[config.mk]
export PLATFORM = sky130hd
export DESIGN_NAME = sfo_field_out
export DESIGN_NICKNAME = d
export VERILOG_FILES = /design/src/rtl/sfo_pkg.sv /design/src/rtl/sfo_field_out.sv /design/src/rtl/sfo_name_mem.sv
export SDC_FILE = /design/constraint.sdc
export NUM_CORES = 1
export LEC_CHECK = 0
export BUFFER_PORTS_ARGS = -buffer_cell sky130_fd_sc_hd__buf_2
export CAP_MARGIN = 10
export CORE_ASPECT_RATIO = 0.5
export CORE_UTILIZATION = 35
export DETAILED_ROUTE_END_ITERATION = 8
export PLACE_DENSITY_LB_ADDON = 0.05
export SLEW_MARGIN = 0
export SYNTH_ARGS = -nofsm -noshare
export SYNTH_HDL_FRONTEND = slang
export SYNTH_SLANG_ARGS = --single-unit
export TNS_END_PERCENT = 30
[constraint.sdc]
create_clock -name clk_in -period 10.64 [get_ports clk_in]
set_input_delay 0.532 -clock clk_in [delete_from_list [all_inputs] [get_ports clk_in]]
set_output_delay 0.532 -clock clk_in [all_outputs]
set_load 0.005 [all_outputs]
[src/rtl/sfo_pkg.sv]
package sfo_pkg;

    ////////////////////////////////////////////////////////////////////////
    // Register bus geometry and offsets
    localparam int unsigned ADDR_W = 8;
    localparam int unsigned DATA_W = 32;
    localparam logic [7:0] OFF_CFG = 8'h00;
    localparam logic [7:0] OFF_UNIT_ADDR = 8'h04;
    localparam logic [7:0] OFF_SESSION = 8'h08;
    localparam logic [7:0] OFF_STATUS = 8'h0C;
    localparam logic [7:0] OFF_IRQ_STAT = 8'h10;
    localparam logic [7:0] OFF_IRQ_MASK = 8'h14;
    localparam logic [7:0] OFF_NAME_PTR = 8'h18;
    localparam logic [7:0] OFF_NAME_DATA = 8'h1C;

    ////////////////////////////////////////////////////////////////////////
    // Configuration word field positions
    localparam int unsigned CFG_MODE_LSB = 0;
    localparam int unsigned CFG_START_BIT = 2;
    localparam int unsigned CFG_APP_BIT = 3;
    localparam int unsigned CFG_WARN_LSB = 4;
    localparam int unsigned CFG_CNT_LSB = 6;
    localparam int unsigned CFG_DLY_LSB = 11;
    localparam int unsigned CFG_ADDR_LSB = 24;
    localparam int unsigned UNIT_ADDR_W = 7;

    // Status word field positions
    localparam int unsigned ST_SAFE_BIT = 0;
    localparam int unsigned ST_READY_BIT = 1;
    localparam int unsigned ST_WARN_BIT = 2;
    localparam int unsigned ST_INFR_BIT = 3;
    localparam int unsigned ST_PRIV_BIT = 4;
    localparam int unsigned ST_FSM_LSB = 5;

    // Interrupt status bits
    localparam int unsigned IRQ_INFR = 0;
    localparam int unsigned IRQ_RESTORE = 1;
    localparam int unsigned IRQ_REJECT = 2;
    localparam int unsigned IRQ_ACCEPT = 3;
    localparam int unsigned IRQ_W = 4;

    ////////////////////////////////////////////////////////////////////////
    // Limits, reset values and keys
    localparam logic [4:0] SCAN_CNT_MIN = 5'h02;
    localparam logic [4:0] SCAN_CNT_MAX = 5'h10;
    localparam logic [4:0] SCAN_CNT_RST = 5'h02;
    localparam logic [6:0] ADDR_MAX = 7'h63;
    localparam logic [6:0] UNIVERSAL_ADDR = 7'h00;
    localparam logic [7:0] DELAY_RST = 8'h00;
    // Startup test is on after reset; a cleared config would skip it
    localparam logic START_TEST_RST = 1'b1;
    // Logon key value is arbitrary
    localparam logic [31:0] LOGON_KEY = 32'h0000_5AF0;

    ////////////////////////////////////////////////////////////////////////
    // Timing
    localparam int unsigned CLK_FREQ_HZ = 100_000_000;
    localparam int unsigned SECOND_S = 1;
    localparam int unsigned CYC_PER_SEC_DFLT = CLK_FREQ_HZ * SECOND_S;

    ////////////////////////////////////////////////////////////////////////
    // Types
    typedef enum logic [1:0] {
        RST_INHIBIT = 2'b00,
        RST_NODELAY = 2'b01,
        RST_DELAYED = 2'b10
    } sfo_restart_t;

    typedef enum logic [1:0] {
        WARN_BOTH = 2'b00,
        WARN_OBJECT = 2'b01,
        WARN_CONTAM = 2'b10
    } sfo_warn_sel_t;

    typedef enum logic [1:0] {
        ST_START = 2'b00,
        ST_OFF = 2'b01,
        ST_DELAY = 2'b10,
        ST_ON = 2'b11
    } sfo_state_t;

    typedef struct packed {
        logic [7:0] delay_s;
        logic [4:0] scan_cnt;
        sfo_warn_sel_t warn_sel;
        logic vehicle;
        logic startup_test;
        sfo_restart_t mode;
    } sfo_cfg_t;

    typedef struct packed {
        logic scan;
        logic intrusion;
        logic warn_obj;
        logic contam;
        logic restart_btn;
    } sfo_pins_t;

    localparam sfo_cfg_t CFG_RST = '{DELAY_RST, SCAN_CNT_RST, WARN_BOTH,
                                     1'b0, START_TEST_RST, RST_INHIBIT};

endpackage

[src/rtl/sfo_field_out.sv]
// Chosen here: the register addresses and the address-and-strobe port.
`timescale 1ns/10ps
module sfo_field_out
    import sfo_pkg::*;
#(
    parameter int unsigned CYC_PER_SEC = CYC_PER_SEC_DFLT,
    parameter int unsigned NAME_DEPTH = 16
) (
    input wire logic clk_in,
    input wire logic rst_n_in,
    input wire sfo_pins_t pins_in,
    input wire logic [ADDR_W-1:0] addr_in,
    input wire logic [DATA_W-1:0] wdata_in,
    input wire logic wr_in,
    input wire logic rd_in,
    output logic [DATA_W-1:0] rdata_out,
    output logic safety_out,
    output logic warn_out,
    output logic ready_out,
    output logic vehicle_out,
    output logic irq_out
);

    ////////////////////////////////////////////////////////////////////////
    // Elaboration checks
    if (CYC_PER_SEC < 2) begin : g_bad_sec
        $error("sfo_field_out: CYC_PER_SEC must be at least 2");
    end
    if (NAME_DEPTH < 2 || NAME_DEPTH > 256) begin : g_bad_name
        $error("sfo_field_out: NAME_DEPTH out of range");
    end

    localparam int unsigned PW = $clog2(CYC_PER_SEC);
    localparam int unsigned NW = $clog2(NAME_DEPTH);
    localparam logic [PW-1:0] PRE_LAST = PW'(CYC_PER_SEC - 1);

    ////////////////////////////////////////////////////////////////////////
    // Pin synchronisers; stage one feeds only stage two
    sfo_pins_t sync1_q, pin_s, pin_p;

    always_ff @(posedge clk_in or negedge rst_n_in) begin
        if (!rst_n_in) begin
            sync1_q <= '0;
            pin_s <= '0;
            pin_p <= '0;
        end else begin
            sync1_q <= pins_in;
            pin_s <= sync1_q;
            pin_p <= pin_s;
        end
    end

    // One evaluation per rising scan strobe
    logic scan_ev;
    assign scan_ev = pin_s.scan & ~pin_p.scan;

    ////////////////////////////////////////////////////////////////////////
    // Register file state
    sfo_cfg_t cfg_q, cfg_d;
    logic [UNIT_ADDR_W-1:0] unit_q, unit_d;
    logic priv_q, priv_d;
    logic [IRQ_W-1:0] irq_stat_q, irq_stat_d, irq_mask_q, irq_mask_d;
    logic [NW-1:0] nptr_q, nptr_d;
    logic [DATA_W-1:0] rdata_q, rdata_d;
    logic [DATA_W-1:0] name_rdata;
    logic irq_q, irq_d;

    // Field evaluation and output state
    logic [4:0] cnt_q, cnt_d;
    logic infr_q, infr_d;
    sfo_state_t state_q, state_d;
    logic [PW-1:0] pre_q, pre_d;
    logic [7:0] sec_q, sec_d;
    logic safe_q, safe_d, warn_q, warn_d;
    logic ready_q, ready_d;

    // Decoded write request
    logic [1:0] w_mode, w_warn;
    logic [4:0] w_cnt;
    logic [UNIT_ADDR_W-1:0] w_addr;
    logic cfg_legal, addr_match, cfg_ok, unit_ok, name_we;

    function automatic logic hit(input logic [ADDR_W-1:0] a,
                                 input logic [7:0] off);
        hit = (a == off);
    endfunction

    ////////////////////////////////////////////////////////////////////////
    // Write qualification
    always_comb begin
        w_mode = wdata_in[CFG_MODE_LSB +: 2];
        w_warn = wdata_in[CFG_WARN_LSB +: 2];
        w_cnt = wdata_in[CFG_CNT_LSB +: 5];
        w_addr = wdata_in[CFG_ADDR_LSB +: UNIT_ADDR_W];
        cfg_legal = (w_mode != 2'b11) && (w_warn != 2'b11)
                  && (w_cnt >= SCAN_CNT_MIN)
                  && (w_cnt <= SCAN_CNT_MAX);
        // Universal carried address, or universal unit, always matches
        addr_match = (w_addr == UNIVERSAL_ADDR)
                   || (unit_q == UNIVERSAL_ADDR)
                   || (w_addr == unit_q);
        // Operator session can never change the configuration, unit address or labels
        cfg_ok = priv_q && cfg_legal && addr_match;
        unit_ok = priv_q && (wdata_in[UNIT_ADDR_W-1:0] <= ADDR_MAX);
        name_we = wr_in && priv_q && hit(addr_in, OFF_NAME_DATA);
    end

    ////////////////////////////////////////////////////////////////////////
    // Register next values
    always_comb begin
        logic cfg_wr, unit_wr;
        cfg_wr = wr_in && hit(addr_in, OFF_CFG);
        unit_wr = wr_in && hit(addr_in, OFF_UNIT_ADDR);
        cfg_d = cfg_q;
        unit_d = unit_q;
        priv_d = priv_q;
        irq_mask_d = irq_mask_q;
        nptr_d = nptr_q;
        if (cfg_wr && cfg_ok) begin
            cfg_d.mode = sfo_restart_t'(w_mode);
            cfg_d.startup_test = wdata_in[CFG_START_BIT];
            cfg_d.vehicle = wdata_in[CFG_APP_BIT];
            cfg_d.warn_sel = sfo_warn_sel_t'(w_warn);
            cfg_d.scan_cnt = w_cnt;
            cfg_d.delay_s = wdata_in[CFG_DLY_LSB +: 8];
        end
        if (unit_wr && unit_ok) begin
            unit_d = wdata_in[UNIT_ADDR_W-1:0];
        end
        // Key logs on, any other value logs off
        if (wr_in && hit(addr_in, OFF_SESSION)) begin
            priv_d = (wdata_in == LOGON_KEY);
        end
        if (wr_in && hit(addr_in, OFF_IRQ_MASK)) begin
            irq_mask_d = wdata_in[IRQ_W-1:0];
        end
        if (wr_in && hit(addr_in, OFF_NAME_PTR)) begin
            nptr_d = wdata_in[NW-1:0];
        end
        // Sticky events; a set in the clearing cycle wins
        irq_stat_d = irq_stat_q;
        if (wr_in && hit(addr_in, OFF_IRQ_STAT)) begin
            irq_stat_d = irq_stat_q & ~wdata_in[IRQ_W-1:0];
        end
        irq_stat_d[IRQ_INFR] = irq_stat_d[IRQ_INFR] | (infr_d & ~infr_q);
        irq_stat_d[IRQ_RESTORE] = irq_stat_d[IRQ_RESTORE] | (safe_d & ~safe_q);
        irq_stat_d[IRQ_REJECT] = irq_stat_d[IRQ_REJECT]
                               | ((cfg_wr && !cfg_ok) || (unit_wr && !unit_ok));
        irq_stat_d[IRQ_ACCEPT] = irq_stat_d[IRQ_ACCEPT]
                               | ((cfg_wr && cfg_ok) || (unit_wr && unit_ok));
        irq_d = |(irq_stat_d & irq_mask_d);
        // Reads are open to every session
        rdata_d = '0;
        if (rd_in) begin
            unique case (addr_in)
                OFF_CFG: rdata_d = {13'h0000, cfg_q.delay_s,
                                    cfg_q.scan_cnt, cfg_q.warn_sel,
                                    cfg_q.vehicle, cfg_q.startup_test,
                                    cfg_q.mode};
                OFF_UNIT_ADDR: rdata_d = {25'h0000000, unit_q};
                OFF_SESSION: rdata_d = {31'h00000000, priv_q};
                OFF_STATUS: rdata_d = {25'h0000000, state_q, priv_q, infr_q,
                                       warn_q, state_q != ST_START, safe_q};
                OFF_IRQ_STAT: rdata_d = {28'h0000000, irq_stat_q};
                OFF_IRQ_MASK: rdata_d = {28'h0000000, irq_mask_q};
                OFF_NAME_PTR: rdata_d = DATA_W'(nptr_q);
                OFF_NAME_DATA: rdata_d = name_rdata;
                default: rdata_d = '0;
            endcase
        end
    end

    ////////////////////////////////////////////////////////////////////////
    // Register file flops
    always_ff @(posedge clk_in or negedge rst_n_in) begin
        if (!rst_n_in) begin
            cfg_q <= CFG_RST;
            unit_q <= UNIVERSAL_ADDR;
            priv_q <= 1'b0;
            irq_stat_q <= '0;
            irq_mask_q <= '0;
            nptr_q <= '0;
            rdata_q <= '0;
            irq_q <= 1'b0;
        end else begin
            cfg_q <= cfg_d;
            unit_q <= unit_d;
            priv_q <= priv_d;
            irq_stat_q <= irq_stat_d;
            irq_mask_q <= irq_mask_d;
            nptr_q <= nptr_d;
            rdata_q <= rdata_d;
            irq_q <= irq_d;
        end
    end

    // Labels are stored and read back, never evaluated
    sfo_name_mem #(
        .WIDTH(DATA_W),
        .DEPTH(NAME_DEPTH)
    ) u_names (
        .clk_in(clk_in),
        .rst_n_in(rst_n_in),
        .we_in(name_we),
        .waddr_in(nptr_q),
        .wdata_in(wdata_in),
        .raddr_in(nptr_q),
        .rdata_out(name_rdata)
    );

    ////////////////////////////////////////////////////////////////////////
    // Field evaluation, restart policy and warning next values
    always_comb begin
        cnt_d = cnt_q;
        infr_d = infr_q;
        if (scan_ev) begin
            if (pin_s.intrusion) begin
                if (cnt_q + 5'h01 >= cfg_q.scan_cnt) begin
                    infr_d = 1'b1;
                end else begin
                    cnt_d = cnt_q + 5'h01;
                end
            end else begin
                cnt_d = '0;
                infr_d = 1'b0;
            end
        end
        state_d = state_q;
        pre_d = '0;
        sec_d = '0;
        unique case (state_q)
            ST_START: begin
                // Held here until one interruption when testing is on
                if (!cfg_q.startup_test || infr_q) begin
                    state_d = ST_OFF;
                end
            end
            ST_OFF: begin
                if (!infr_q) begin
                    unique case (cfg_q.mode)
                        RST_INHIBIT: if (pin_s.restart_btn) begin
                            state_d = ST_ON;
                        end
                        RST_NODELAY: state_d = ST_ON;
                        default: state_d = ST_DELAY;
                    endcase
                end
            end
            ST_DELAY: begin
                pre_d = (pre_q == PRE_LAST) ? '0 : pre_q + PW'(1);
                sec_d = (pre_q == PRE_LAST) ? sec_q + 8'h01 : sec_q;
                if (infr_q) begin
                    state_d = ST_OFF;
                end else if (sec_q >= cfg_q.delay_s) begin
                    state_d = ST_ON;
                end
            end
            ST_ON: begin
                if (infr_q) begin
                    state_d = ST_OFF;
                end
            end
        endcase
        safe_d = (state_d == ST_ON);
        // Registered so the pin never glitches on a state decode
        ready_d = (state_d != ST_START);
        unique case (cfg_q.warn_sel)
            WARN_OBJECT: warn_d = pin_s.warn_obj;
            WARN_CONTAM: warn_d = pin_s.contam;
            default: warn_d = pin_s.warn_obj | pin_s.contam;
        endcase
    end

    // Evaluation flops
    always_ff @(posedge clk_in or negedge rst_n_in) begin
        if (!rst_n_in) begin
            cnt_q <= '0;
            infr_q <= 1'b0;
            state_q <= ST_START;
            pre_q <= '0;
            sec_q <= '0;
            safe_q <= 1'b0;
            warn_q <= 1'b0;
            ready_q <= 1'b0;
        end else begin
            cnt_q <= cnt_d;
            infr_q <= infr_d;
            state_q <= state_d;
            pre_q <= pre_d;
            sec_q <= sec_d;
            safe_q <= safe_d;
            warn_q <= warn_d;
            ready_q <= ready_d;
        end
    end

    assign rdata_out = rdata_q;
    assign safety_out = safe_q;
    assign warn_out = warn_q;
    assign ready_out = ready_q;
    assign vehicle_out = cfg_q.vehicle;
    assign irq_out = irq_q;
endmodule // sfo_field_out

[src/rtl/sfo_name_mem.sv]
`timescale 1ns/10ps
// Label storage; contents never reach the evaluation path
module sfo_name_mem
    import sfo_pkg::*;
#(
    parameter int unsigned WIDTH = 32,
    parameter int unsigned DEPTH = 16
) (
    input wire logic clk_in,
    input wire logic rst_n_in,
    input wire logic we_in,
    input wire logic [$clog2(DEPTH)-1:0] waddr_in,
    input wire logic [WIDTH-1:0] wdata_in,
    input wire logic [$clog2(DEPTH)-1:0] raddr_in,
    output logic [WIDTH-1:0] rdata_out
);

    ////////////////////////////////////////////////////////////////////////
    if (DEPTH < 2 || WIDTH < 1) begin : g_bad_size
        $error("sfo_name_mem: DEPTH must be at least 2");
    end

    logic [WIDTH-1:0] mem_q [DEPTH];
    logic [WIDTH-1:0] rdata_q;

    // Storage has no reset, so labels survive only as long as power
    always_ff @(posedge clk_in) begin
        if (we_in) begin
            mem_q[waddr_in] <= wdata_in;
        end
    end

    // Registered read port
    always_ff @(posedge clk_in or negedge rst_n_in) begin
        if (!rst_n_in) begin
            rdata_q <= '0;
        end else begin
            rdata_q <= mem_q[raddr_in];
        end
    end

    assign rdata_out = rdata_q;

endmodule // sfo_name_mem

==> summary.md <==
| Metric | Value |
|---|---|
| Yosys reg bits | `673` |
| Syn Nets | `1399` |
| P_leak | `10.1 nW` |
| Met2 usage | `27.9%` |
| Arr. time, crit path | `3.88 ns` |
| Final ANT Viol Nets | `0` |
| Pwr Total | `0.00550 W` |
| Post-route DRC | `0` |
| Met3 Track Usage GR | `4.91%` |
| Commonest cells in the netlist | `512 x edfxtp_1, 160 x mux4_2, 159 x dfrtp_1` |
| EDFF count, synth | `512` |
| Final Max Tran Viols | `0` |
| Share of layout cells above drive strength 1 | `28.7%` |
| Worst clock skew | `0.0209 ns` |
| CP endpoint kind | `register` |
| Dpl cell area | `0.0278 mm^2` |
| Die height | `195 um` |
| Final setup violation count | `0` |
| Fillers | `6555` |
| GRT Util Overall | `18.8%` |
| TritonCTS Buffers | `67` |
| Overflow after GRT | `0` |
| Post-CTS Setup Bufs | `0` |
| Status | `finished clean` |
| CTS H-tree depth | `3` |
| RSZ-0062 raised after global routing | `no` |
| Hold Fails Final Rpt | `0` |
| Clock Latency Late Sink | `0.64 ns` |
| Fin cells | `2486` |
| Path category of the worst min-delay check | `in -> reg` |
| CTS resizes | `0` |
| DP HPWL | `41.1 mm` |
| Antenna violations before repair | `3` |
| Area Growth Syn to Fin | `15.2%` |
| Startpoint class of the critical path | `input port` |
| GR Util met1 | `28.0%` |
| DRT Pass-1 Iters | `5` |
| Fraction of registers with async set/reset | `23.9%` |
| Multi-input logic area | `0.00648 mm^2` |
| DRT iter0 DRCs | `1056` |
| # rows | `70` |
| Seq/Total Area, Yosys | `74.4%` |
| CTS tree | `built` |
| Synthesized area | `0.0261 mm^2` |
| Fin nets | `1526` |
| Mapped Cells | `1332` |
| Post-synth cell types | `57` |
| Crit share post-route | `33.9%` |
| Clock share of power | `42.8%` |
| Register area | `0.0194 mm^2` |
| Yosys warns | `0` |
| Global routing's busiest layer | `met1` |
| DR WL/cell | `27.9 um` |
| CP max FO | `23` |
| Worst Path Required | `10.92 ns` |
| NetSw | `0.00122 W` |
| Pwr dens | `183 mW/mm^2` |
| Most frequent cell after synthesis | `edfxtp_1` |
| Switching Share | `22.2%` |
| Port bufs | `85` |
| Vias per cell | `5.31` |
| Initial Util | `35.6%` |
| Placed insts | `2356` |
| Clk slew on worst S/H paths | `0.06 ns` |
| Slew of the pin with the lowest slew margin | `1.15 ns` |
| Top cells by area, synth | `edfxtp_1 59%, dfrtp_1 15%, mux4_2 14%` |
| First-pass GRT wire length | `102 mm` |
| Clock Sinks | `673` |
| RD Place Congestion | `0.802` |
| Setup CP Type | `in -> reg` |
| Combinational share of power | `4.5%` |
| Root buffer cell | `clkbuf_16` |
| Synth top area share | `58.9%` |
| Die Footprint | `0.0757 mm^2` |
| Final instance area | `0.0301 mm^2` |
| Area leader, netlist | `edfxtp_1` |
| DIE WIDTH | `388 um` |
| Fmax | `277 MHz` |
| Number of global-route vias before repair | `14008` |
| I/O Pins | `86` |
| Post-layout min period | `3.61 ns` |
| Post-Route WL | `69.3 mm` |
| Pint | `0.00428 W` |
| Hold_buf cts | `6` |
| Sequential share of power | `52.7%` |
| Top_reg_cell synth | `edfxtp_1` |
| Routed via count | `13197` |
| Core footprint | `0.0734 mm^2` |
| Slew HR | `23.4%` |
| Largest net degree at the start of global routing | `112` |
| VDD IR-drop max | `0.000107 V` |
| Clock Path Buffers | `3` |
| Setup TNS | `0 ns` |
| Syn_area_per_cell | `19.6 um^2` |
| Max-Cap Viols | `0` |
==> cell usage in the layout (no fill, tap or decap), drive strengths merged, types with 5 or more instances in the layout <==
| cell type | synthesis | routed |
|---|---|---|
| edfxtp | 512 | 512 |
| mux4 | 160 | 160 |
| nand2 | 45 | 45 |
| a21oi | 13 | 13 |
| nor3 | 15 | 15 |
| and3 | 22 | 22 |
| o21ai | 27 | 27 |
| nand3 | 26 | 26 |
| ha | 18 | 18 |
| clkinv | 0 | 23 |
| xor2 | 21 | 21 |
| dfrtp | 159 | 159 |
| nand4 | 14 | 14 |
| a22oi | 20 | 20 |
| nor2 | 72 | 72 |
| mux2 | 33 | 33 |
| nand2b | 8 | 8 |
| or3 | 5 | 5 |
| a22o | 5 | 5 |
| nor4 | 10 | 10 |
| clkbuf | 39 | 92 |
| xnor2 | 19 | 19 |
| buf | 17 | 107 |
| inv | 26 | 29 |
| dlygate4sd3 | 0 | 6 |
==> critical path: stages <==
cell	delay (ns)
buf_2	0.12
nor4b_2	0.85
and3_1	0.33
nand3_1	0.24
or3_1	0.55
nor3_2	0.71
buf_4	0.52
==> metal layers <==
layer / routed length (um) / up-vias
met4: 1080 / 0
met2: 31200 / 265
met3: 3560 / 89
li1: - / 5613
met5: 0 / -
met1: 33400 / 7230
==> area by class of cell <==
| class | instances | share of cell area, % |
|---|---|---|
| clock inverter | 32 | 0.912 |
| tap | 972 | 4.05 |
| antenna | 1 | 0.00833 |
| timing repair buffer | 114 | 2.26 |
| inverter | 26 | 0.325 |
| sequential | 673 | 64.6 |
| clock buffer | 91 | 6.26 |
| multi-input combinational | 577 | 21.6 |
==> state kept, by name, summed over array words and instances (netlist names), 5 cells and up <==
register           flops
cfg_q                 18
cnt_q                  5
pin_s                  5
pre_q                 27
rdata_out             32
sec_q                  8
sync1_q                5
u_names.mem_q        512
u_names.rdata_out     32
unit_q                 7
==> path summary, 6_finish.rpt <==
path	endpoint	cells after the start	from	slack, ns
max	u_names.mem_q[0][29]$_DFFE_PP_	7	addr_in[5]	7.03
min	u_names.mem_q[7][23]$_DFFE_PP_	1	wdata_in[23]	0.30
max reg2reg	u_names.rdata_out[11]$_DFF_PN0_	4	nptr_q[1]$_DFFE_PN0P_	7.10
min reg2reg	pin_s[0]$_DFF_PN0_	0	sync1_q[0]$_DFF_PN0_	0.35
max in group asynchronous	nptr_q[0]$_DFFE_PN0P_	3	rst_n_in	8.89
min in group asynchronous	cnt_q[1]$_DFFE_PN0P_	2	rst_n_in	0.42
==> power groups by stage <==
| stage | registers, W | clock network, W | logic [W] |
|---|---|---|---|
| 3_5_place_dp | 0.00295 | 0 | 0.000252 |
| 6_report | 0.00290 | 0.00236 | 0.000247 |
| 3_3_place_gp | 0.00295 | 0 | 0.000249 |
| 2_1_floorplan | 0.00293 | 0 | 0.000141 |
| 4_1_cts | 0.00290 | 0.00243 | 0.000254 |
| 5_1_grt | 0.00290 | 0.00254 | 0.000270 |
==> cell families (layout without fill, tap and decap cells) <==
family                   count (synthesis)  in the layout  synth area share, %
buffers and inverters                   82            263                 1.23
AND/OR/NAND/NOR                        241            241                 4.81
AO/OA/AOI/OAI                           83             83                 2.07
other                                    0              1                    0
adder cells (fa/ha/maj)                 18             18                0.863
flip-flops                             673            673                 74.4
multiplexers                           195            195                 15.3
XOR/XNOR                                40             40                 1.34
==> stage by stage <==
stage | setup WS [ns] | hold WS (ns) | utilization [%]
after floorplan | 6.30 | 0.236 | -
after global placement | 6.49 | 0.345 | 37.9
after detailed placement | 6.41 | 0.339 | 37.9
after CTS | 7.06 | 0.246 | 40.9
after global routing | 6.87 | 0.264 | 40.9
final | 7.03 | 0.301 | 40.9
Note: power is estimated with default switching activity, not from simulation.
